===== src/rtl/psr_pkg.sv =====
// Package of constants and carriers for the program status word logic.
package psr_pkg;

  // ----------------------------------------------------------------------
  // Field positions
  // ----------------------------------------------------------------------
  localparam int NEG_BIT    = 31;
  localparam int ZERO_BIT   = 30;
  localparam int CARRY_BIT  = 29;
  localparam int OVF_BIT    = 28;
  localparam int SAT_BIT    = 27;
  localparam int ISET_BIT   = 24;
  localparam int GE_LSB     = 16;
  localparam int EXC_W      = 9;

  // ----------------------------------------------------------------------
  // Masks and reset values
  // ----------------------------------------------------------------------
  localparam logic [31:0] APP_MASK   = 32'hF80F0000;
  localparam logic [31:0] EXC_MASK   = 32'h000001FF;
  localparam logic [31:0] EXEC_MASK  = 32'h0700FC00;
  localparam logic [31:0] WORD_RESET = 32'h01000000;
  localparam logic [8:0]  EXC_THREAD = 9'h000;
  localparam logic [8:0]  EXC_IRQ0   = 9'h010;
  localparam logic [8:0]  EXC_LAST   = 9'h053;
  localparam logic [3:0]  BLOCK_IDLE = 4'h0;

  // ----------------------------------------------------------------------
  // System exception numbers
  // ----------------------------------------------------------------------
  localparam logic [8:0] EXC_NMI    = 9'h002;
  localparam logic [8:0] EXC_HARD   = 9'h003;
  localparam logic [8:0] EXC_MEM    = 9'h004;
  localparam logic [8:0] EXC_BUS    = 9'h005;
  localparam logic [8:0] EXC_USAGE  = 9'h006;
  localparam logic [8:0] EXC_SVC    = 9'h00B;
  localparam logic [8:0] EXC_PEND   = 9'h00E;
  localparam logic [8:0] EXC_TICK   = 9'h00F;

  // Kind of state held in the shared execution bits.
  typedef enum logic [1:0] {
    PSR_EX_NONE   = 2'b00,
    PSR_EX_RESUME = 2'b01,
    PSR_EX_BLOCK  = 2'b10
  } psr_exec_kind_t;

  // Result flags from the execution unit.
  typedef struct packed {
    logic       neg;
    logic       zero;
    logic       carry;
    logic       ovf;
    logic       sat;
    logic [3:0] ge;
  } psr_flags_t;

  // Software status move request.
  typedef struct packed {
    logic        rd;
    logic        wr;
    logic        wr_flags;
    logic        wr_ge;
    logic [31:0] data;
  } psr_move_t;

endpackage : psr_pkg


===== src/rtl/psr_status.sv =====
// Program status word: condition, exception and execution views.
`timescale 1ns/100ps
`default_nettype none
module psr_status #(
  parameter int IRQ_LINES = 82
) (
  // Clock and reset
  input  wire logic                  clk,
  input  wire logic                  reset,
  // Flag updates from the execution unit
  input  wire logic                  flags_we,
  input  wire logic                  ge_we,
  input  wire psr_pkg::psr_flags_t   flags_in,
  // Status move instructions
  input  wire psr_pkg::psr_move_t    move,
  // Exception sequencing
  input  wire logic                  exc_enter,
  input  wire logic [8:0]            exc_number,
  input  wire logic                  exc_return,
  input  wire logic [31:0]           stacked_word,
  input  wire logic                  vector_load,
  input  wire logic [31:0]           vector_value,
  input  wire logic                  branch_exchange,
  input  wire logic [31:0]           branch_target,
  // Multi transfer and conditional block control
  input  wire logic                  multi_suspend,
  input  wire logic [3:0]            multi_next_index,
  input  wire logic                  block_start,
  input  wire logic [7:0]            block_code,
  input  wire logic                  block_step,
  input  wire logic                  instr_issue,
  // Outputs
  output logic [31:0]                combined_status_word,
  output logic [31:0]                move_read_data,
  output logic [31:0]                stacked_status_word,
  output logic [3:0]                 multi_resume_index,
  output logic                       block_active,
  output logic                       block_invert,
  output logic                       state_fault
);

  // ----------------------------------------------------------------------
  // Held state
  // ----------------------------------------------------------------------
  logic                    neg, zero, carry, ovf, sat;
  logic [3:0]              ge;
  logic [8:0]              active_exception_number;
  logic                    iset;
  logic [7:0]              exec_bits;
  psr_pkg::psr_exec_kind_t exec_kind;
  logic [31:0]             next_word;
  logic [31:0]             next_readable;
  logic                    exc_legal;

  // The 8 shared bits map to 26:25 and 15:10 of the word.
  always_comb begin
    next_word = '0;
    next_word[psr_pkg::NEG_BIT]   = neg;
    next_word[psr_pkg::ZERO_BIT]  = zero;
    next_word[psr_pkg::CARRY_BIT] = carry;
    next_word[psr_pkg::OVF_BIT]   = ovf;
    next_word[psr_pkg::SAT_BIT]   = sat;
    next_word[19:16]              = ge;
    next_word[8:0]                = active_exception_number;
    next_word[psr_pkg::ISET_BIT]  = iset;
    next_word[26:25]              = exec_bits[7:6];
    next_word[15:10]              = exec_bits[5:0];
  end

  assign next_readable = next_word & ~psr_pkg::EXEC_MASK;
  // last external number; a smaller line count cuts the range further.
  assign exc_legal     = (exc_number <= psr_pkg::EXC_LAST) &&
                         (exc_number < psr_pkg::EXC_IRQ0 + 9'(IRQ_LINES));

  // ----------------------------------------------------------------------
  // Condition flags
  // ----------------------------------------------------------------------
  always_ff @(posedge clk) begin
    if (reset) begin
      neg   <= 1'b0;
      zero  <= 1'b0;
      carry <= 1'b0;
      ovf   <= 1'b0;
    end else if (exc_return) begin
      {neg, zero, carry, ovf} <= stacked_word[31:28];
    end else if (flags_we) begin
      neg   <= flags_in.neg;
      zero  <= flags_in.zero;
      carry <= flags_in.carry;
      ovf   <= flags_in.ovf;
    end else if (move.wr && move.wr_flags) begin
      {neg, zero, carry, ovf} <= move.data[31:28];
    end
  end

  // Saturation is sticky; a new saturation wins over a software clear.
  always_ff @(posedge clk) begin
    if (reset) begin
      sat <= 1'b0;
    end else if (exc_return) begin
      sat <= stacked_word[psr_pkg::SAT_BIT];
    end else if (flags_we && flags_in.sat) begin
      sat <= 1'b1;
    end else if (move.wr && move.wr_flags) begin
      sat <= move.data[psr_pkg::SAT_BIT];
    end
  end

  always_ff @(posedge clk) begin
    if (reset) begin
      ge <= '0;
    end else if (exc_return) begin
      ge <= stacked_word[19:16];
    end else if (ge_we) begin
      ge <= flags_in.ge;
    end else if (move.wr && move.wr_ge) begin
      ge <= move.data[19:16];
    end
  end

  // ----------------------------------------------------------------------
  // Exception number
  // ----------------------------------------------------------------------
  // software writes never reach this register.
  always_ff @(posedge clk) begin
    if (reset) begin
      active_exception_number <= psr_pkg::EXC_THREAD;
    end else if (exc_enter && exc_legal) begin
      active_exception_number <= exc_number;
    end else if (exc_return) begin
      active_exception_number <= stacked_word[8:0];
    end
  end

  // ----------------------------------------------------------------------
  // Execution state
  // ----------------------------------------------------------------------
  always_ff @(posedge clk) begin
    if (reset) begin
      iset <= 1'b1;
    end else if (vector_load) begin
      iset <= vector_value[0];
    end else if (exc_return) begin
      iset <= stacked_word[psr_pkg::ISET_BIT];
    end else if (branch_exchange) begin
      iset <= branch_target[0];
    end
  end

  always_ff @(posedge clk) begin
    if (reset) begin
      exec_bits <= '0;
      exec_kind <= psr_pkg::PSR_EX_NONE;
    end else if (exc_return) begin
      exec_bits <= {stacked_word[26:25], stacked_word[15:10]};
      exec_kind <= (stacked_word[15:12] != psr_pkg::BLOCK_IDLE &&
                    stacked_word[26:25] == 2'b00 && stacked_word[11:10] == 2'b00)
                   ? psr_pkg::PSR_EX_RESUME : psr_pkg::PSR_EX_NONE;
    end else if (multi_suspend) begin
      exec_bits <= {2'b00, multi_next_index, 2'b00};
      exec_kind <= psr_pkg::PSR_EX_RESUME;
    end else if (block_start) begin
      exec_bits <= block_code;
      exec_kind <= psr_pkg::PSR_EX_BLOCK;
    end else if (block_step && exec_kind == psr_pkg::PSR_EX_BLOCK) begin
      // A stray step would otherwise shift a held resume index.
      // advance mask, at most four
      if (exec_bits[3:0] == 4'h8 || exec_bits[3:0] == 4'h0) begin
        exec_bits <= '0;
        exec_kind <= psr_pkg::PSR_EX_NONE;
      end else begin
        exec_bits <= {exec_bits[7:5], exec_bits[4:0] << 1};
      end
    end else if (exec_kind == psr_pkg::PSR_EX_RESUME && instr_issue) begin
      exec_bits <= '0;
      exec_kind <= psr_pkg::PSR_EX_NONE;
    end
  end

  // ----------------------------------------------------------------------
  // Outputs
  // ----------------------------------------------------------------------
  always_ff @(posedge clk) begin
    if (reset) begin
      combined_status_word <= psr_pkg::WORD_RESET;
      move_read_data       <= '0;
      stacked_status_word  <= psr_pkg::WORD_RESET;
      multi_resume_index   <= '0;
      block_active         <= 1'b0;
      block_invert         <= 1'b0;
      state_fault          <= 1'b0;
    end else begin
      combined_status_word <= next_word;
      if (move.rd) begin
        move_read_data <= next_readable;
      end
      stacked_status_word <= next_word;
      multi_resume_index  <= (exec_kind == psr_pkg::PSR_EX_RESUME) ? exec_bits[5:2] : 4'h0;
      block_active        <= (exec_kind == psr_pkg::PSR_EX_BLOCK);
      block_invert        <= (exec_kind == psr_pkg::PSR_EX_BLOCK) &&
                             (exec_bits[4] != exec_bits[2]);
      state_fault         <= instr_issue && !iset;
    end
  end
endmodule : psr_status
`default_nettype wire


===== config.mk =====
export PLATFORM = sky130hd
export DESIGN_NAME = psr_status
export DESIGN_NICKNAME = d
export VERILOG_FILES = /design/src/rtl/psr_pkg.sv /design/src/rtl/psr_status.sv
export SDC_FILE = /design/constraint.sdc
export NUM_CORES = 1
export LEC_CHECK = 0
export BUFFER_PORTS_ARGS = -buffer_cell sky130_fd_sc_hd__buf_4
export CAP_MARGIN = 20
export CORE_MARGIN = 2
export CORE_UTILIZATION = 30
export DETAILED_ROUTE_END_ITERATION = 8
export GPL_TIMING_DRIVEN = 0
export REMOVE_ABC_BUFFERS = 1
export SYNTH_ARGS = -nofsm -noshare
export SYNTH_HDL_FRONTEND = slang
export SYNTH_SLANG_ARGS = --single-unit

===== constraint.sdc =====
create_clock -name clk -period 1.59 [get_ports clk]
set_clock_uncertainty 0.1 [all_clocks]
set_input_delay 0.159 -clock clk [delete_from_list [all_inputs] [get_ports clk]]
set_output_delay 0.159 -clock clk [all_outputs]
set_load 0.02 [all_outputs]

======== Word-level counts from Yosys, hierarchy flattened ========
Cells that the tools add are included.
word-level totals
  register bits ........................... 86
  output and inout port bits .............. 103
cells by class
  mux-type cells .......................... 36
  bitwise gates (word level) .............. 1
  equality and inequality tests ........... 5
  reduce and logical (&&, ||, !) cells .... 25
  order comparisons ....................... 2
operators by type and width
  kind                                                         number
  2-to-1 mux 8 bit                                             6
  2-to-1 mux 1 bit                                             19
  2-to-1 mux 9 bit                                             2
  2-to-1 mux 2 bit                                             6
  2-to-1 mux 4 bit                                             3
  nonzero test 3 bit                                           4
  logical AND 1 bit                                            11
  <= comparator 9 x 7 -> 1 bit (second input constant)         1
  less-than comparator 9 x 7 -> 1 bit (second input constant)  1
  inequality test 5 x 4 -> 1 bit (second input constant)       1
  nonzero test 5 bit                                           1
  == test 4 bit (second input constant)                        1
  zero test 2 bit                                              2
  zero test 4 bit                                              1
  nonzero test 4 bit                                           1
  == test 2 x 1 -> 1 bit (second input constant)               1
  == test 2 bit (second input constant)                        1
  AND reduction 2 bit                                          1
  nonzero test 2 bit                                           1
  OR reduction 2 bit                                           1
  zero test 1 bit                                              1
  logical OR 1 bit                                             1
  inequality test 1 bit                                        1
  inverter 1 bit                                               1

======== Logic depth before layout (Yosys ltp) ========
  depth in word-level cells ............... 7
  mapped depth ............................ 6
  mapped depth without buffers ............ 4

======== Worst setup path after synthesis ========
No wires, ideal clock.
  path kind ............................... register to register
  from .................................... register exec_bits[0]
  to ...................................... register exec_bits[7]
  cell stages (with the launch flop) ...... 5
  data required time ...................... 1,362 ps
  setup time .............................. 128 ps
  period minus slack after synthesis ...... 1,425 ps
  arrival ................................. 1,198 ps
  slack ................................... 165 ps
  cells stage by stage .................... dfxtp_1 > or3_4 > o211a_4 > a222oi_1 > nor2_1
between the ends
  word-level cells in the longest chain between the ends .. 4
  elaborated cells between the ends (all ways) .. 5
  classes of those cells .................. 2 x eq/ne; 3 x reduce/logical
RTL lines
  what                                                 line               text
  start, declared                                      psr_status.sv:49   logic [7:0] exec_bits;
  start signal, assigned                               psr_status.sv:155  exec_bits <= {stacked_word[26:25], stacked_word[15:10]};
  start signal, assigned                               psr_status.sv:160  exec_bits <= {2'b00, multi_next_index, 2'b00};
  start signal, assigned                               psr_status.sv:163  exec_bits <= block_code;
  == test 4 bit or zero test 4 bit (tied branches)     psr_status.sv:168  if (exec_bits[3:0] == 4'h8 || exec_bits[3:0] == 4'h0) begin
  logical OR 1 bit (*)                                 psr_status.sv:168
  inequality test 5 x 4 -> 1 bit (no source line) (*)  n/a
  AND reduction 2 bit (no source line) (*)             n/a
Mark *: on every way between the ends. The rest lies on a longest branch, timed or not.
A chain may end at the register's enable or synchronous reset.

======== Worst setup path after layout ========
  from .................................... register exec_bits[0]
  to ...................................... register exec_kind[0]
between the ends
  word-level cells in the longest chain between the ends .. 4
  elaborated cells between the ends (all ways) .. 5
  classes of those cells .................. 2 x eq/ne; 3 x reduce/logical
RTL lines
  what                                                 line               text
  == test 4 bit or zero test 4 bit (tied branches)     psr_status.sv:168
  logical OR 1 bit (*)                                 psr_status.sv:168
  inequality test 5 x 4 -> 1 bit (no source line) (*)  n/a
  AND reduction 2 bit (no source line) (*)             n/a
  end signal, assigned                                 psr_status.sv:164  exec_kind <= psr_pkg::PSR_EX_BLOCK;
  end signal, assigned                                 psr_status.sv:170  exec_kind <= psr_pkg::PSR_EX_NONE;
  end signal, assigned                                 psr_status.sv:176  exec_kind <= psr_pkg::PSR_EX_NONE;
  end, declared                                        psr_status.sv:50   psr_pkg::psr_exec_kind_t exec_kind;
Marks and branches as above.

==> results_dict.tcl <==
set metrics [dict create \
    synth_area_leaders "dfxtp_1 (46%), mux2i_1 (12%), buf_4 (11%)" \
    relSlewSlack_pct 59.4 \
    fillers 1123 \
    synth_cell_types 45 \
    cp-endpoint "exec_kind[0]" \
    ys_seq_area_share_pct 45.9 \
    r2r_slack_ps 20 \
    status "finished, final reports clean" \
    min_path_type "in -> reg" \
    routed_wl_um 8800 \
    cts_made_buffers 9 \
    drtIter0Drc 65 \
    critPathLaunch "exec_bits[0]" \
    rows 39 \
    synth_top_family_by_area "simple AND/OR/NAND/NOR gates" \
    worstSkewPairLatency_ps 330 \
    cp.required_ps 1730 \
    clock-sinks 81 \
    cp.arrival_ps 1710 \
    initial_core_util_pct 30.8 \
    placed_area_mm2 0.00455 \
    clkTransAtPathRegs_ps 60 \
    num_vias 2935 \
    drc_errors 0 \
    grt_overflow 0 \
    grt_max_degree 76 \
    ys.flop_type "dfxtp_1" \
    synth_mux_area_share_pct 11.6 \
    final_common_cell "buf_4" \
    die_height_um 113 \
    synth-edff-count 0 \
    synthCells 368 \
    yosysTopAreaCell "dfxtp_1" \
    post-route-period-util_pct 98.5 \
    async_flop_share_pct 0 \
    n_antenna_cell 0 \
    root_buffer "clkbuf_16" \
    ys_seq_elements 81 \
    finalSetupViolCount 0 \
    report.final.slew_viol_count 0 \
    fin_ws_ps 23.7 \
    finalInstanceArea_mm2 0.00495 \
    p_leak_nw 2.34 \
    start_kind "flop" \
    worst_hold_path.num_cells 3 \
    rsz0062_at_grt "true" \
    die_w_um 113 \
    power_mw 4.95 \
    synth_area_mm2 0.00353 \
    hp-start "stacked_word[8]" \
    routedWlPerCell_um 13.4 \
    power.density_mw_per_mm2 1000 \
    die_area_mm2 0.0127 \
    worst_pin_slew_ps 606 \
    firstDrtPassIters 4 \
    fmax_mhz 638 \
    antenna_found_initial 0 \
    synth-compound-area-share_pct 10.7 \
    finalCoreUtilization_pct 43.2 \
    core_mm2 0.0115 \
    syn_area_per_cell_um2 9.60 \
    end_kind "flop" \
    final_nets 680 \
    layout_common_cells "buf_4 (164), dfxtp_1 (79), mux2i_1 (41), nor2_1 (37), nor2b_1 (32)" \
    rr_endpoint "exec_kind[0]" \
    place_congestion 0.824 \
    drive_gt1_share_pct 37.4 \
    post_drt_via_cell_ratio 4.49 \
    io_pins 277 \
    netlist.area_leader.share_pct 45.9 \
    hpwlAfterDp_um 6440 \
    hold_ws_ps 14.3 \
    groute.usage.overall_pct 13.5 \
    io_buffers 162 \
    period_needed_ps 1570 \
    dp_slack_ps -132 \
    synth_fa_ha_area_share_pct 0 \
    synth_simple_gate_area_share_pct 17.2 \
    ys_warn_count 0 \
    syn2layout_area_growth_pct 40.3 \
    cts_tree "built" \
    r2r_start "exec_bits[0]" \
    postRouteAntennaNets 0 \
    clock_path_buffers 2 \
    synth-xor-area-share_pct 0.248 \
    first_global_vias 2870 \
    max-vdd-ir-drop_mv 0.513 \
    critPathMaxFanout 6 \
    hold_viol 0 \
    htree_levels 3 \
    path_class "reg -> reg" \
    drv_cap 0 \
    reg2reg_depth 4 \
    grt_first_pass_wirelength_um 13800 \
]
[worst max-delay path, stage by stage (launching register included)]
cell and delay, ps:
dfxtp_2 330, or3_4 390, o211a_4 290, buf_4 140, a221oi_2 240
[worst min path at each step]
| stage | to |
|---|---|
| floorplan | exec_kind[0] |
| global placement | iset |
| detailed placement | iset |
| CTS | sat |
| global route | sat |
| finish | active_exception_number[8] |
[power by group]
group	internal [mW]	switching (mW)	leakage, nW
registers	2.14	0.0671	0.665
logic	0.394	0.413	1.55
clock network	1.14	0.800	0.131
[through the flow]
stage / std cells / setup TNS, ps
finish: 654 / 0
global route: 654 / -11.2
CTS: 651 / 0
detailed placement: 626 / -404
global placement: 626 / -355
floorplan: 321 / 0
[registers in the layout (all words and copies together) (netlist names)]
signal                   flops
exec_kind                    2
neg                          1
ovf                          1
block_invert                 1
carry                        1
exec_bits                    8
active_exception_number      9
iset                         1
stacked_status_word         27
move_read_data              18
multi_resume_index           4
block_active                 1
zero                         1
sat                          1
ge                           4
state_fault                  1
[cell usage after synthesis, types with 2 or more instances]
library cell and n:
dfxtp_1 81, nor2_1 37, a211oi_1 8, a22oi_1 3, inv_1 9, a221o_1 4, o21ai_0 9, a31oi_1 3
and3_1 3, mux2i_1 41, a21oi_1 4, nand3b_1 2, buf_1 3, a221oi_1 7, nor2b_1 32, and2_1 5
nand2_1 18, nand2b_1 4, buf_2 6, buf_4 52, nand3_1 4, nor3_1 3, clkbuf_1 7, clkbuf_2 2
[per-layer routing]
| metal | up-vias | GRT usage (%) | wire length, um |
|---|---|---|---|
| li1 | 1449 | - | - |
| met1 | 1353 | 16.3 | 3740 |
| met2 | 115 | 23.0 | 4270 |
| met3 | 18 | 3.24 | 588 |
| met4 | 0 | 6.10 | 197 |
| met5 | - | 0 | 0 |
[logic make-up (layout without fill, tap and decap cells)]
group | Yosys count | count (layout)
compound gates | 48 | 48
xor+xnor | 1 | 1
buf+inv | 79 | 199
flops | 81 | 81
mux | 41 | 41
other cells | 1 | 24
simple gates | 117 | 117
[cell type report]
cell class / instances / area, um2 / share of cell area, %
timing repair buffer: 174 / 1330 / 26.9
sequential: 81 / 1620 / 32.8
inverter: 9 / 33.8 / 0.682
multi-input combinational: 231 / 1500 / 30.3
clock inverter: 4 / 27.5 / 0.556
clock buffer: 12 / 256 / 5.18
tap: 143 / 179 / 3.61
[what timing repair did]
action | 4_1_cts | 5_1_grt
setup buffers | 0 | 3
endpoints found under the setup margin | 1 | 2
cloned | 0 | 0
resized for setup | 1 | 3
endpoints found under the hold margin | 8 | 0
hold buffers | 9 | 0
pin swaps | 0 | 3
Note: power is estimated with default switching activity, not from simulation.
